===== src/ests_pkg.sv =====
// Function
// - register-indirect call pushes PC+2, loads PC from accumulator and latches, then idles.
// - indexed-to-file move: first word holds 7-bit offset added to frame pointer.
// - indexed-to-file move destination is the 12-bit field of the second word.
// - computed source and destination addresses may fall anywhere in 000h..FFFh.
// - moves never target PC low byte or top-of-stack bytes; software avoids them.
// - indexed-to-indexed move: both addresses are frame pointer plus 7-bit offsets.
// - indexed source hitting an indirect register yields 00h, no indirect access.
// - indexed destination hitting an indirect register suppresses the write entirely.
// - literal push writes literal at frame pointer then decrements it, one cycle.
// - pointer subtract takes a 6-bit literal from pointer 0..2 in one cycle.
// - pointer select 3 subtracts from frame pointer then returns from top of stack.
// - subtract-and-return takes two cycles, the second one idle.
// - enabling the extension enables offset addressing; disabled, new opcodes do nothing.
// - extension off: access bit 0 selects access bank, 1 selects bank register.
// - extension on, access bit 0, operand up to 5Fh is a frame-pointer offset.
// - with frame pointer zero, offset operands map to legacy access-bank locations.
// - destination bit of byte instructions keeps its meaning in offset mode.
// - enable bit resets to 0, both features off until set to 1.
`default_nettype none

package ests_pkg;
   // ****************************************
   // instruction cycle phases
   // ****************************************
   localparam logic [1:0] PH_DECODE = 2'h0;
   localparam logic [1:0] PH_READ = 2'h1;
   localparam logic [1:0] PH_PROC = 2'h2;
   localparam logic [1:0] PH_WRITE = 2'h3;

   // ****************************************
   // opcodes and fields
   // ****************************************
   localparam logic [15:0] OP_CALL_ACC = 16'h0014;
   localparam logic [8:0] OP_MOVE_FILE = 9'h1D6;
   localparam logic [8:0] OP_MOVE_IDX = 9'h1D7;
   localparam logic [7:0] OP_PUSH_LIT = 8'hFA;
   localparam logic [7:0] OP_PTR_SUB = 8'hE9;
   localparam logic [1:0] SEL_FRAME_RET = 2'h3;
   localparam int FSEL_HI = 7;
   localparam int FSEL_LO = 6;
   localparam int ACCESS_BIT = 8;
   localparam int DEST_BIT = 9;
   localparam logic [7:0] OFFSET_MAX = 8'h5F;
   localparam logic [3:0] ACCESS_LOW_BANK = 4'h0;
   localparam logic [3:0] ACCESS_HIGH_BANK = 4'hF;
   localparam logic [20:0] RET_STEP = 21'h000002;
   localparam logic [11:0] PUSH_STEP = 12'h001;
   localparam logic [7:0] SRC_INDIRECT_VALUE = 8'h00;

   // ****************************************
   // indirect access window
   // ****************************************
   localparam logic [11:0] IND_LO = 12'hFDB;
   localparam logic [11:0] IND_HI = 12'hFEF;

   // ****************************************
   // register port map and reset values
   // ****************************************
   localparam logic [7:0] REG_CTRL = 8'h00;
   localparam logic [7:0] REG_PTR_BASE = 8'h04;
   localparam logic [7:0] REG_STEP = 8'h04;
   localparam logic [7:0] REG_STATE = 8'h10;
   localparam int CTRL_EXT_BIT = 0;
   localparam logic CTRL_EXT_RESET = 1'b0;
   localparam logic [11:0] PTR_RESET = 12'h000;
   localparam int NUM_PTR = 3;
   localparam int FRAME = 2;

   typedef enum logic [2:0] {
      ST_FIRST = 3'h1,
      ST_MOVE2 = 3'h2,
      ST_NOP = 3'h4
   } ests_state_e;

   function automatic logic is_indirect(input logic [11:0] a);
      return (a >= IND_LO) && (a <= IND_HI);
   endfunction : is_indirect
endpackage : ests_pkg

// ****************************************
// operand address former
// ****************************************
module ests_addr (
   // operand fields
   input wire logic [7:0] file_field,
   input wire logic access_sel,
   // context
   input wire logic ext_en,
   input wire logic [11:0] frame_ptr,
   input wire logic [3:0] bank_select,
   // result
   output logic [11:0] addr
);
   always_comb begin
      if (access_sel) begin
         addr = {bank_select, file_field};
      end else if (ext_en && (file_field <= ests_pkg::OFFSET_MAX)) begin
         addr = frame_ptr + {4'h0, file_field};
      end else if (file_field <= ests_pkg::OFFSET_MAX) begin
         addr = {ests_pkg::ACCESS_LOW_BANK, file_field};
      end else begin
         addr = {ests_pkg::ACCESS_HIGH_BANK, file_field};
      end
   end
endmodule : ests_addr

`default_nettype wire


===== src/ests_core.sv =====
// Design decisions made here: the strobed register port and the register addresses.
`default_nettype none

module ests_core (
   // clock and reset
   input wire logic clk,
   input wire logic rst_n,
   // register port
   input wire logic [7:0] reg_addr,
   input wire logic [15:0] reg_wdata,
   input wire logic reg_wr,
   input wire logic reg_rd,
   output logic [15:0] reg_rdata,
   // instruction stream and core context
   input wire logic [15:0] instr,
   input wire logic [20:0] pc,
   input wire logic [7:0] acc,
   input wire logic [3:0] bank_select,
   input wire logic [7:0] pc_high_latch,
   input wire logic [4:0] pc_upper_latch,
   input wire logic [20:0] stack_top,
   output logic cycle_start,
   output logic ext_active,
   output logic [11:0] std_addr,
   output logic std_dest_to_acc,
   // data memory
   output logic [11:0] mem_addr,
   output logic mem_rd,
   output logic mem_wr,
   output logic [7:0] mem_wdata,
   input wire logic [7:0] mem_rdata,
   // return stack and program counter
   output logic stack_push,
   output logic [20:0] stack_push_data,
   output logic stack_pop,
   output logic pc_load,
   output logic [20:0] pc_load_value
);
   // ****************************************
   // reset release
   // ****************************************
   logic rst_meta_n;
   logic rst_sync_n;

   always_ff @(posedge clk or negedge rst_n) begin
      if (!rst_n) begin
         rst_meta_n <= 1'b0;
         rst_sync_n <= 1'b0;
      end else begin
         rst_meta_n <= 1'b1;
         rst_sync_n <= rst_meta_n;
      end
   end

   // ****************************************
   // state and decode
   // ****************************************
   logic [1:0] q, next_q;
   ests_pkg::ests_state_e state, next_state;
   logic [15:0] instr_q, next_instr_q;
   logic ext_en, next_ext_en;
   logic [11:0] file_select_pointer [ests_pkg::NUM_PTR];
   logic [11:0] next_fsr [ests_pkg::NUM_PTR];
   logic [7:0] moved, next_moved;
   logic move_ss, next_move_ss;
   logic next_cycle_start, next_ext_active, next_std_dest_to_acc;
   logic [11:0] next_std_addr, next_mem_addr;
   logic next_mem_rd, next_mem_wr, next_stack_push, next_stack_pop;
   logic next_pc_load;
   logic [7:0] next_mem_wdata;
   logic [20:0] next_stack_push_data, next_pc_load_value;
   logic [15:0] next_reg_rdata;
   logic [11:0] remap_addr, src_addr, dst_addr;
   logic dec_indexed_to_file_move, dec_indexed_to_indexed_move, dec_literal_push, dec_pointer_subtract_literal, dec_accumulator_indirect_call;
   logic [1:0] dec_fsel;
   logic first_ext;

   assign dec_indexed_to_file_move = instr_q[15:7] == ests_pkg::OP_MOVE_FILE;
   assign dec_indexed_to_indexed_move = instr_q[15:7] == ests_pkg::OP_MOVE_IDX;
   assign dec_literal_push = instr_q[15:8] == ests_pkg::OP_PUSH_LIT;
   assign dec_pointer_subtract_literal = instr_q[15:8] == ests_pkg::OP_PTR_SUB;
   assign dec_accumulator_indirect_call = instr_q == ests_pkg::OP_CALL_ACC;
   assign dec_fsel = instr_q[ests_pkg::FSEL_HI:ests_pkg::FSEL_LO];
   assign first_ext = ext_en && (state == ests_pkg::ST_FIRST) &&
      (dec_indexed_to_file_move || dec_indexed_to_indexed_move || dec_literal_push || dec_pointer_subtract_literal || dec_accumulator_indirect_call);
   assign src_addr = file_select_pointer[ests_pkg::FRAME] + {5'h00, instr_q[6:0]};
   assign dst_addr = move_ss ? file_select_pointer[ests_pkg::FRAME] + {5'h00, instr_q[6:0]}
                             : instr_q[11:0];

   ests_addr u_addr (
      .file_field(instr_q[7:0]),
      .access_sel(instr_q[ests_pkg::ACCESS_BIT]),
      .ext_en(ext_en),
      .frame_ptr(file_select_pointer[ests_pkg::FRAME]),
      .bank_select(bank_select),
      .addr(remap_addr)
   );

   function automatic logic [15:0] read_mux(input logic [7:0] a,
         input logic en, input logic [11:0] p0, input logic [11:0] p1,
         input logic [11:0] p2, input logic [5:0] st);
      logic [15:0] r;
      r = 16'h0000;
      case (a)
         ests_pkg::REG_CTRL: r = {15'h0000, en};
         ests_pkg::REG_PTR_BASE: r = {4'h0, p0};
         ests_pkg::REG_PTR_BASE + ests_pkg::REG_STEP: r = {4'h0, p1};
         ests_pkg::REG_PTR_BASE + 8'h08: r = {4'h0, p2};
         ests_pkg::REG_STATE: r = {10'h000, st};
         default: r = 16'h0000;
      endcase
      return r;
   endfunction : read_mux

   // ****************************************
   // next-state logic
   // ****************************************
   always_comb begin
      next_q = q + 2'h1;
      next_state = state;
      next_instr_q = instr_q;
      next_ext_en = ext_en;
      next_fsr = file_select_pointer;
      next_moved = moved;
      next_move_ss = move_ss;
      next_cycle_start = (q == ests_pkg::PH_WRITE);
      next_ext_active = ext_active;
      next_std_addr = std_addr;
      next_std_dest_to_acc = std_dest_to_acc;
      next_mem_addr = mem_addr;
      next_mem_rd = 1'b0;
      next_mem_wr = 1'b0;
      next_mem_wdata = mem_wdata;
      next_stack_push = 1'b0;
      next_stack_push_data = stack_push_data;
      next_stack_pop = 1'b0;
      next_pc_load = 1'b0;
      next_pc_load_value = pc_load_value;
      next_reg_rdata = 16'h0000;
      if (reg_rd) begin
         next_reg_rdata = read_mux(reg_addr, ext_en, file_select_pointer[0], file_select_pointer[1], file_select_pointer[2],
            {ext_active, state, q});
      end
      // bus writes first, instruction updates below take precedence
      if (reg_wr) begin
         if (reg_addr == ests_pkg::REG_CTRL) begin
            next_ext_en = reg_wdata[ests_pkg::CTRL_EXT_BIT];
         end
         for (int i = 0; i < ests_pkg::NUM_PTR; i++) begin
            if (reg_addr == ests_pkg::REG_PTR_BASE + 8'(i * 4)) begin
               next_fsr[i] = reg_wdata[11:0];
            end
         end
      end
      if (q == ests_pkg::PH_DECODE) begin
         next_instr_q = instr;
      end
      case (state)
         ests_pkg::ST_FIRST: begin
            if (q == ests_pkg::PH_READ) begin
               next_ext_active = first_ext;
               next_std_addr = remap_addr;
               next_std_dest_to_acc = ~instr_q[ests_pkg::DEST_BIT];
               if (first_ext && (dec_indexed_to_file_move || dec_indexed_to_indexed_move)) begin
                  next_mem_addr = src_addr;
                  next_mem_rd = ~ests_pkg::is_indirect(src_addr);
               end
            end
            if ((q == ests_pkg::PH_PROC) && ext_en && dec_accumulator_indirect_call) begin
               next_stack_push = 1'b1;
               next_stack_push_data = pc + ests_pkg::RET_STEP;
            end
            if ((q == ests_pkg::PH_WRITE) && ext_en) begin
               if (dec_indexed_to_file_move || dec_indexed_to_indexed_move) begin
                  next_moved = ests_pkg::is_indirect(src_addr) ?
                     ests_pkg::SRC_INDIRECT_VALUE : mem_rdata;
                  next_move_ss = dec_indexed_to_indexed_move;
                  next_state = ests_pkg::ST_MOVE2;
               end else if (dec_literal_push) begin
                  next_mem_addr = file_select_pointer[ests_pkg::FRAME];
                  next_mem_wdata = instr_q[7:0];
                  next_mem_wr = 1'b1;
                  next_fsr[ests_pkg::FRAME] =
                     file_select_pointer[ests_pkg::FRAME] - ests_pkg::PUSH_STEP;
               end else if (dec_pointer_subtract_literal) begin
                  if (dec_fsel == ests_pkg::SEL_FRAME_RET) begin
                     next_fsr[ests_pkg::FRAME] =
                        file_select_pointer[ests_pkg::FRAME] - {6'h00, instr_q[5:0]};
                     next_stack_pop = 1'b1;
                     next_pc_load = 1'b1;
                     next_pc_load_value = stack_top;
                     next_state = ests_pkg::ST_NOP;
                  end else begin
                     next_fsr[dec_fsel] = file_select_pointer[dec_fsel] - {6'h00, instr_q[5:0]};
                  end
               end else if (dec_accumulator_indirect_call) begin
                  next_pc_load = 1'b1;
                  next_pc_load_value = {pc_upper_latch, pc_high_latch, acc};
                  next_state = ests_pkg::ST_NOP;
               end
            end
         end
         ests_pkg::ST_MOVE2: begin
            if (q == ests_pkg::PH_READ) begin
               next_ext_active = 1'b1;
               next_mem_addr = dst_addr;
            end
            if (q == ests_pkg::PH_WRITE) begin
               next_mem_wr = ~(move_ss && ests_pkg::is_indirect(dst_addr));
               next_mem_wdata = moved;
               next_state = ests_pkg::ST_FIRST;
            end
         end
         ests_pkg::ST_NOP: begin
            if (q == ests_pkg::PH_READ) begin
               next_ext_active = 1'b1;
            end
            if (q == ests_pkg::PH_WRITE) begin
               next_state = ests_pkg::ST_FIRST;
            end
         end
         default: begin
            next_state = ests_pkg::ST_FIRST;
         end
      endcase
   end

   // ****************************************
   // registers
   // ****************************************
   always_ff @(posedge clk or negedge rst_sync_n) begin
      if (!rst_sync_n) begin
         q <= ests_pkg::PH_DECODE;
         state <= ests_pkg::ST_FIRST;
         instr_q <= 16'h0000;
         ext_en <= ests_pkg::CTRL_EXT_RESET;
         for (int i = 0; i < ests_pkg::NUM_PTR; i++) begin
            file_select_pointer[i] <= ests_pkg::PTR_RESET;
         end
         moved <= 8'h00;
         move_ss <= 1'b0;
         cycle_start <= 1'b0;
         ext_active <= 1'b0;
         std_addr <= 12'h000;
         std_dest_to_acc <= 1'b0;
         mem_addr <= 12'h000;
         mem_rd <= 1'b0;
         mem_wr <= 1'b0;
         mem_wdata <= 8'h00;
         stack_push <= 1'b0;
         stack_push_data <= 21'h000000;
         stack_pop <= 1'b0;
         pc_load <= 1'b0;
         pc_load_value <= 21'h000000;
         reg_rdata <= 16'h0000;
      end else begin
         q <= next_q;
         state <= next_state;
         instr_q <= next_instr_q;
         ext_en <= next_ext_en;
         file_select_pointer <= next_fsr;
         moved <= next_moved;
         move_ss <= next_move_ss;
         cycle_start <= next_cycle_start;
         ext_active <= next_ext_active;
         std_addr <= next_std_addr;
         std_dest_to_acc <= next_std_dest_to_acc;
         mem_addr <= next_mem_addr;
         mem_rd <= next_mem_rd;
         mem_wr <= next_mem_wr;
         mem_wdata <= next_mem_wdata;
         stack_push <= next_stack_push;
         stack_push_data <= next_stack_push_data;
         stack_pop <= next_stack_pop;
         pc_load <= next_pc_load;
         pc_load_value <= next_pc_load_value;
         reg_rdata <= next_reg_rdata;
      end
   end

   logic at_first;
   assign at_first = (state == ests_pkg::ST_FIRST) && ext_en;
endmodule : ests_core

`default_nettype wire


===== config.mk =====
export PLATFORM = sky130hd
export DESIGN_NAME = ests_core
export DESIGN_NICKNAME = d
export VERILOG_FILES = /design/src/ests_pkg.sv /design/src/ests_core.sv
export SDC_FILE = /design/constraint.sdc
export NUM_CORES = 1
export LEC_CHECK = 0
export ABC_AREA = 0
export BUFFER_PORTS_ARGS = -buffer_cell sky130_fd_sc_hd__buf_2
export CORE_MARGIN = 2
export CORE_UTILIZATION = 56
export DETAILED_ROUTE_END_ITERATION = 8
export PLACE_DENSITY = 0.82
export SLEW_MARGIN = 15
export SYNTH_ARGS = -nofsm -noshare
export SYNTH_HDL_FRONTEND = slang
export SYNTH_SLANG_ARGS = --single-unit
export TNS_END_PERCENT = 30

===== constraint.sdc =====
create_clock -name clk -period 6.8 [get_ports clk]
set_clock_uncertainty 0.15 [all_clocks]
set_input_delay 1.02 -clock clk [delete_from_list [all_inputs] [get_ports clk]]
set_output_delay 1.02 -clock clk [all_outputs]
set_load 0.05 [all_outputs]

==> results of run 1 <==
## placed cells by master, fill, tap and decap left out, types with 4 or more instances in the layout
master and count:
a31oi_1 9, xnor2_1 26, a211oi_1 19, a21oi_1 123
or4_1 4, inv_1 22, nor2_1 127, nand3_1 19
nor2b_1 17, dfrtp_1 161, mux2_2 30, a211o_1 5
and2_1 8, nand4_1 7, conb_1 5, o211ai_1 6
or3_1 13, o21ai_0 72, clkbuf_16 17, ha_1 27
buf_2 208, nand2b_1 8, mux2i_1 57, o2111ai_1 4
nand2_1 128, nor3_1 22, a22o_1 4, nor4_1 7
o21a_1 10, o31ai_1 5, xor2_1 24, o21bai_1 4
and3_1 15, inv_6 5, o22ai_1 9, a221o_1 4
a222oi_1 5, buf_4 11, a22oi_1 12
## sequential cells by signal (all words and copies together) (netlist names), 2 cells and up
signal and flops:
instr_q 16, state 3, pc_load_value 21, reg_rdata 12, q 2, moved 8
std_addr 12, stack_push_data 21, mem_addr 12, file_select_pointer 36, mem_wdata 8
## final cells by class
type | instances | share of cell area
clock buffer | 18 | 0.03595
clock inverter | 14 | 0.01572
inverter | 23 | 0.007231
multi-input combinational | 901 | 0.4809
sequential | 163 | 0.3421
tap | 229 | 0.02400
timing repair buffer | 219 | 0.09411
## stage by stage
stage	power [mW]	util
final	2.511	0.6669
after global routing	2.602	0.6669
after CTS	2.514	0.6669
after detailed placement	1.507	0.6324
after global placement	1.496	0.6324
after floorplan	1.370	-
## critical path: stages, from the launching register on
cell and delay (ns):
dfrtp_1 0.75, inv_1 0.35, ha_1 0.39, nor2b_1 0.06, o21ai_0 0.39, nand2_1 0.20, xor2_1 0.38, or3b_2 0.49
a22oi_1 0.20, a31oi_1 0.13
## worst max-delay path by stage
stage / depth (start not counted) / end / slack (ns)
after floorplan: 0 / cycle_start / 1.77
after global placement: 8 / file_select_pointer[19] / 3.26
after detailed placement: 9 / mem_wr / 3.21
after CTS: 9 / mem_wr / 3.20
after global routing: 12 / file_select_pointer[6] / 2.94
final: 9 / mem_wr / 3.14
## layer usage
layer	global-route usage	wire length, um
met5	0	0
met4	0.1643	1463
met3	0.05905	2708
met2	0.4809	13670
met1	0.4114	12260
## cell families after synthesis
| kind of cell | Yosys count | share of synthesized area |
|---|---|---|
| compound gates | 325 | 0.1984 |
| xor+xnor | 50 | 0.04286 |
| fa+ha+maj | 30 | 0.03894 |
| buf+inv | 95 | 0.04004 |
| flops | 163 | 0.3993 |
| mux | 87 | 0.08891 |
| other cells | 2 | 0.0007350 |
| simple gates | 404 | 0.1908 |
## where the power goes
group | internal (mW) | switching, mW
clock | 0.562 | 0.448
combinational | 0.162 | 0.266
sequential | 1.00 | 0.0703
total | 1.73 | 0.784
==> results.yml, run 1 <==
status:
  status: "finished, final reports clean"
yosys:
  async_flop_share: 1.000
  ys_types: 83
  syn_area_per_cell_sq_um: 8.838
  synth_edf_count: 0
  ys_top_cells_by_area: "dfrtp_1 (40%), a21oi_1 (6.0%), mux2i_1 (5.6%)"
  ys_top_cells_by_count: "dfrtp_1 (162), nand2_1 (128), nor2_1 (128)"
  synth_top_area_share: 0.3968
  synthFlopType: "dfrtp_1"
  synth_warnings: 0
  synth.most_common_cell: "dfrtp_1"
  synthesis.area_sq_um: 10220
  ys_seq_elements: 163
  syn_inst: 1156
  ys_seq_area_frac: 0.3993
  synth_top_area_cell: "dfrtp_1"
routing:
  first_iter_violations: 1060
  vias: 9724
  drc: 0
  first_pass_iters: 6
  routed_wl_mm: 30.10
  wl_per_cell_um: 19.21
  viasPerCell: 6.205
  ant_nets: 0
clock_tree:
  cts_sinks: 163
  cts_resized: 0
  clock-root-buffer: "clkbuf_16"
  clk-insertion-delay-late_ns: 0.44
  htree_levels: 4
  cts_tree: "done"
  path_clk_slew_ns: 0.07
  clockBufferDepth: 2
  cts.hold.buffers_added: 0
  postCtsSetupBuffers: 0
  numCtsBuffers: 17
critical_path:
  critPathMaxFanout: 9
  critPathKind: "flip-flop to flip-flop"
  worst_setup_path_start_kind: "flip-flop"
  regToRegStartpoint: "instr_q[1]"
  critPathRequiredTime_ns: 6.91
  r2r_setup_slack_ns: 3.14
  r2r_cells: 9
  cp-startpoint: "instr_q[1]"
  arrival_ns: 3.77
  crit_path_end_kind: "flip-flop"
  reg2reg_to: "mem_wr"
placement:
  dp_hpwl_mm: 21.78
  post-place-cells: 1535
  pre_cts_slack_ns: 3.208
  place_congestion: 0.9691
  portBuffers: 208
  placed_area_sq_um: 11320
floorplanning:
  io_pins: 217
  initial_core_util: 0.5707
  die_w_um: 139.1
  die_area_sq_um: 19340
  num_rows: 49
  core_area_sq_um: 17900
  die-height_um: 139.1
sta:
  fmax_mhz: 272.9
  finalHoldViolations: 0
  setup_viol: 0
  finalCritPeriodShare: 0.5388
  relSlewSlack: 0.2123
  setup_tns_ns: 0
  slew_viol_final: 0
  worst_pin_slew_ns: 1.182
  hold_ws_ns: 0.1942
  setup_ws_ns: 3.136
  layout_min_cycle_time_ns: 3.664
  rsz0062_at_grt: "false"
power_and_ir_drop:
  pwr_density_cell_nw_per_um2: 210.4
  p_leak_nw: 5.309
  ir_worst_vdd_mv: 0.1805
global_route:
  grt_max_degree: 71
  grtUsageTotal: 0.3090
  grt_overflow_total: 0
  grt_antenna_before_repair: 0
  grt_pass1_vias: 9143
  grt_pass1_wl_mm: 47.62
layout:
  multi_input_area_sq_um: 5742
  register_area_sq_um: 4084
  layoutNonFillerInstCount: 1567
  nets: 1474
  design_area_sq_um: 11940
  syn2layout_area_growth_pct: 16.85
  drive_above_1_share: 0.2272
  antennaDiodeCount: 0
  n_fill_cell: 1485
hold_path:
  hold_path.class: "primary input to asynchronous set/reset pin"
job:
  drv_cap: 0
(Power assumes the default switching activity.)
==> run 2: changes to the inputs <==
- clock period: 6.8 -> 3.6 ns (I/O delays scaled with it)
==> results.yml, run 2 (synthesis gave the netlist of run 1 again) <==
placement:
  placed_area_sq_um: 11650
  portBuffers: 208
  pre_cts_slack_ns: 0.3875
  dp_hpwl_mm: 22.96
  place_congestion: 0.9752
layout:
  design_area_sq_um: 12300
  layout_commonest_cell: "buf_2"
  n_fill_cell: 1478
  drive_above_1_share: 0.2502
  antennaDiodeCount: 0
  top_register: "file_select_pointer"
  largestRegisters: "file_select_pointer (36), pc_load_value (21), stack_push_data (21)"
  largest_register_ffs: 36
  layout_common_cells: "buf_2 (209), dfrtp_1 (161), nand2_1 (128)"
  nets: 1515
  syn2layout_area_growth_pct: 20.36
floorplanning:
  io_pins: 217
  initial_core_util: 0.5707
  num_rows: 49
  die-height_um: 139.1
  die_w_um: 139.1
  die_area_sq_um: 19340
  core_area_sq_um: 17900
global_route:
  grt_pass1_vias: 9627
  grt_overflow_total: 0
  grt_pass1_wl_mm: 49.76
  grt_antenna_before_repair: 0
  grt_max_degree: 72
  grtUsageTotal: 0.3195
clock_tree:
  clk-insertion-delay-late_ns: 0.43
  htree_levels: 4
  numCtsBuffers: 17
  clock-root-buffer: "clkbuf_16"
  cts_resized: 0
  clockBufferDepth: 2
  path_clk_slew_ns: 0.07
  cts_tree: "done"
  cts_sinks: 163
job:
  drv_cap: 0
power_and_ir_drop:
  ir_worst_vdd_mv: 0.3297
  pwr_density_cell_nw_per_um2: 392.7
  p_leak_nw: 5.532
routing:
  first_pass_iters: 6
  wl_per_cell_um: 19.32
  routed_wl_mm: 31.07
  ant_nets: 0
  first_iter_violations: 1007
  vias: 9864
  drc: 0
  viasPerCell: 6.134
sta:
  rsz0062_at_grt: "false"
  setup_tns_ns: 0
  worst_pin_slew_ns: 1.028
  setup_viol: 0
  slew_viol_final: 0
  relSlewSlack: 0.3147
  finalHoldViolations: 0
  finalCritPeriodShare: 0.9185
  setup_ws_ns: 0.2932
  fmax_mhz: 302.4
  hold_ws_ns: 0.1675
  layout_min_cycle_time_ns: 3.307
critical_path:
  critPathMaxFanout: 9
  arrival_ns: 3.46
  critPathRequiredTime_ns: 3.76
  crit_path_end_kind: "flip-flop"
  worst_setup_path_start_kind: "flip-flop"
  critPathKind: "flip-flop to flip-flop"
status:
  status: "finished, final reports clean"
hold_path:
  hold_path.class: "primary input to flip-flop"
run 2: cell count changes in the layout (fill, tap and decap cells not counted), sizes merged:
| cell | previous run | this run |
|---|---|---|
| dlygate4sd3 | 0 | 1 |
| bufinv | 2 | 3 |
| inv | 30 | 28 |
| clkinv | 5 | 6 |
| buf | 219 | 259 |
run 2: path summary, 6_finish.rpt:
check,cells past startpoint,slack [ns],to,from
max,12,0.29,file_select_pointer[6],instr_q[7]
min,3,0.17,instr_q[5],instr[5]
max reg2reg,12,0.29,file_select_pointer[6],instr_q[7]
min reg2reg,0,0.21,rst_sync_n,rst_meta_n
max in group asynchronous,1,2.14,state[0],rst_sync_n
min in group asynchronous,2,0.26,rst_sync_n,rst_n
run 2: area by class of cell:
type / instances / area, sq um / area share
repair buffers: 260 / 1469 / 0.1194
clock inverters: 14 / 191.4 / 0.01557
multi-input cells: 901 / 5742 / 0.4669
inverters: 23 / 86.33 / 0.007020
well taps: 229 / 286.5 / 0.02330
clock buffers: 18 / 439.2 / 0.03571
flip-flops and latches: 163 / 4084 / 0.3321
run 2: per-stage QoR:
step	std cells	util	total power [mW]
floorplan	1159	-	2.587
global placement	1574	0.6509	2.858
detailed placement	1574	0.6509	2.883
CTS	1607	0.6867	4.824
global route	1608	0.6870	5.007
finish	1608	0.6870	4.829
run 2: worst max-delay path: stages (launching register included):
cell and delay [ns]:
dfrtp_1 0.49, nor2b_1 0.39, buf_4 0.26, nand2_1 0.07, o21ai_0 0.07, ha_1 0.29
nor2b_1 0.15, o21ai_0 0.21, a21oi_1 0.14, nor2_1 0.15, xor2_1 0.34, mux2i_1 0.12
a221o_1 0.36
run 2: report_power, final:
group | internal, mW | switching [mW] | total, mW | leakage (nW)
combinational | 0.332 | 0.527 | 0.859 | 3.39
sequential | 1.90 | 0.121 | 2.02 | 1.83
clock | 1.13 | 0.818 | 1.95 | 0.312
run 2: what timing repair did:
item	in CTS	in global routing
hold endpoints to repair	2	0
hold buffers	1	0
buffers inserted	0	0
run 2: per-layer routing:
metal,GRT usage,up-vias,share of wire
met5,0,-,0
met4,0.1414,0,0.039
met3,0.05767,101,0.093
met2,0.5162,519,0.47
met1,0.4234,4692,0.40
li1,-,4552,-
==> run 3: changes to the inputs <==
==> constraint.sdc (replaced) <==
create_clock -name clk -period 3.6 [get_ports clk]
set_clock_uncertainty 0.15 [all_clocks]
set_input_delay 0.72 -clock clk [delete_from_list [all_inputs] [get_ports clk]]
set_output_delay 0.72 -clock clk [all_outputs]
set_load 0.05 [all_outputs]
==> results.yml, run 3 (synthesis gave the netlist of run 1 again) <==
status:
  status: "finished, final reports clean"
power_and_ir_drop:
  p_leak_nw: 5.538
  internal_power_mw: 3.387
  power_frac_seq: 0.410
  pwr_density_cell_nw_per_um2: 393.8
  swShare: 0.3007
  ir_worst_vdd_mv: 0.3382
  p_comb_frac: 0.188
  p_clk_frac: 0.402
  net-switching-power_mw: 1.456
sta:
  fmax_mhz: 306.8
  finalCritPeriodShare: 0.9054
  setup_viol: 0
  layout_min_cycle_time_ns: 3.259
  hold_ws_ns: 0.2030
  setup_ws_ns: 0.3407
  worst_pin_slew_ns: 1.164
  rsz0062_at_grt: "false"
  finalHoldViolations: 0
  setup_tns_ns: 0
  slew_viol_final: 0
  relSlewSlack: 0.2240
global_route:
  use_met1: 0.4297
  grt_pass1_vias: 9240
  grt_pass1_wl_mm: 48.73
  grt-busiest-layer: "met2"
  gr-usage-met2: 0.4968
  grt_max_degree: 69
  grt_antenna_before_repair: 0
  grt_overflow_total: 0
  grt_use_met3: 0.05663
  grtUsageTotal: 0.3164
critical_path:
  worst_path_most_repeated_cell: "nor2b_1"
  r2r_cells: 12
  critPathRequiredTime_ns: 3.76
  crit_path_end_kind: "flip-flop"
  critPathKind: "flip-flop to flip-flop"
  r2r_setup_slack_ns: 0.34
  critPathMaxStageDelay_ns: 0.40
  slowest_stage: "nor2b_1"
  worst_setup_path_start_kind: "flip-flop"
  arrival_ns: 3.42
  crit_chain: "nor2b_1 > buf_4 > a21oi_1 > inv_1 > ha_1 > nor2b_1 > o31a_1 > o21bai_1 > nor2b_1 > xnor2_1 > o211ai_1 > nor3b_1"
  critPathMaxFanout: 5
routing:
  vias: 9801
  drc: 0
  first_iter_violations: 1021
  ant_nets: 0
  first_pass_iters: 8
  wl_per_cell_um: 19.26
  viasPerCell: 6.080
  routed_wl_mm: 31.04
job:
  drv_cap: 0
hold_path:
  hold_path.class: "flip-flop to flip-flop"
  min_path_cells: 0
clock_tree:
  cts_sinks: 163
  postCtsSetupBuffers: 0
  path_clk_slew_ns: 0.07
  clk-insertion-delay-late_ns: 0.44
  numCtsBuffers: 17
  cts_tree: "done"
  htree_levels: 4
  clock-root-buffer: "clkbuf_16"
  clockBufferDepth: 2
layout:
  layout_common_cells: "buf_2 (208), dfrtp_1 (161), nand2_1 (128)"
  layout_commonest_cell: "buf_2"
  drive_above_1_share: 0.2516
  antennaDiodeCount: 0
  register_area_sq_um: 4084
  n_fill_cell: 1487
  largest_register_ffs: 36
  syn2layout_area_growth_pct: 20.39
  multi_input_area_sq_um: 5742
  nets: 1519
  top_register: "file_select_pointer"
  largestRegisters: "file_select_pointer (36), pc_load_value (21), stack_push_data (21)"
floorplanning:
  num_rows: 49
  io_pins: 217
  initial_core_util: 0.5707
  core_area_sq_um: 17900
  die_w_um: 139.1
  die_area_sq_um: 19340
  die-height_um: 139.1
placement:
  pre_cts_slack_ns: 0.4613
  dp_hpwl_mm: 23.11
  place_congestion: 0.9864
  portBuffers: 208
-- run 3: cell types whose count changed in the layout (fill, tap and decap cells not counted), sizes merged --
cell      delta
buf          +4
inv          -1
clkinv       -2
clkbuf       +2
clkinvlp     +1
-- run 3: power groups by stage --
| stage | Combinational (mW) | Clock [mW] | Sequential [mW] |
|---|---|---|---|
| 6_report | 0.909 | 1.95 | 1.99 |
| 3_5_place_dp | 0.881 | 0 | 2.02 |
| 5_1_grt | 0.975 | 2.05 | 2.00 |
| 4_1_cts | 0.890 | 1.96 | 1.98 |
| 3_3_place_gp | 0.864 | 0 | 2.02 |
| 2_1_floorplan | 0.471 | 0 | 2.12 |
-- run 3: timing repair --
| action | 4_1_cts | 5_1_grt |
|---|---|---|
| endpoints found under the hold margin | 2 | 0 |
| gates resized for setup | 0 | 0 |
| hold buffers | 1 | 0 |
-- run 3: cell type report --
type,instances,area share
Clock inverter,12,0.01373
Tap cell,229,0.02329
Timing Repair Buffer,264,0.1200
Clock buffer,20,0.03713
Sequential cell,163,0.3320
Inverter,23,0.007019
Multi-Input combinational cell,901,0.4668
-- run 3: metal layers --
| layer | share of wire | vias up | routed length [um] |
|---|---|---|---|
| li1 | - | 4566 | - |
| met1 | 0.41 | 4593 | 12750 |
| met2 | 0.46 | 537 | 14390 |
| met3 | 0.085 | 105 | 2638 |
| met4 | 0.041 | 0 | 1267 |
| met5 | 0 | - | 0 |
-- run 3: per-stage QoR --
stage	utilization	power, mW	area, sq um	cells
4_1_cts	0.6871	4.837	12300	1612
5_1_grt	0.6871	5.021	12300	1612
3_5_place_dp	0.6516	2.900	11660	1579
2_1_floorplan	-	2.587	10230	1159
3_3_place_gp	0.6516	2.880	11660	1579
6_report	0.6871	4.844	12300	1612
-- run 3: critical path, delay by kind of cell (launching register included) --
kind            cells  cell delay (ns)
compound gates      4             0.90
xor+xnor            1             0.25
fa+ha+maj           1             0.21
buf+inv             2             0.28
flops               1             0.39
simple gates        4             0.96
-- run 3: worst paths after layout --
check	startpoint	end
max reg2reg	instr_q[7]	file_select_pointer[7]
max	instr_q[7]	file_select_pointer[7]
min reg2reg	rst_meta_n	rst_sync_n
max in group asynchronous	rst_sync_n	instr_q[5]
min	rst_meta_n	rst_sync_n
min in group asynchronous	rst_sync_n	reg_rdata[4]
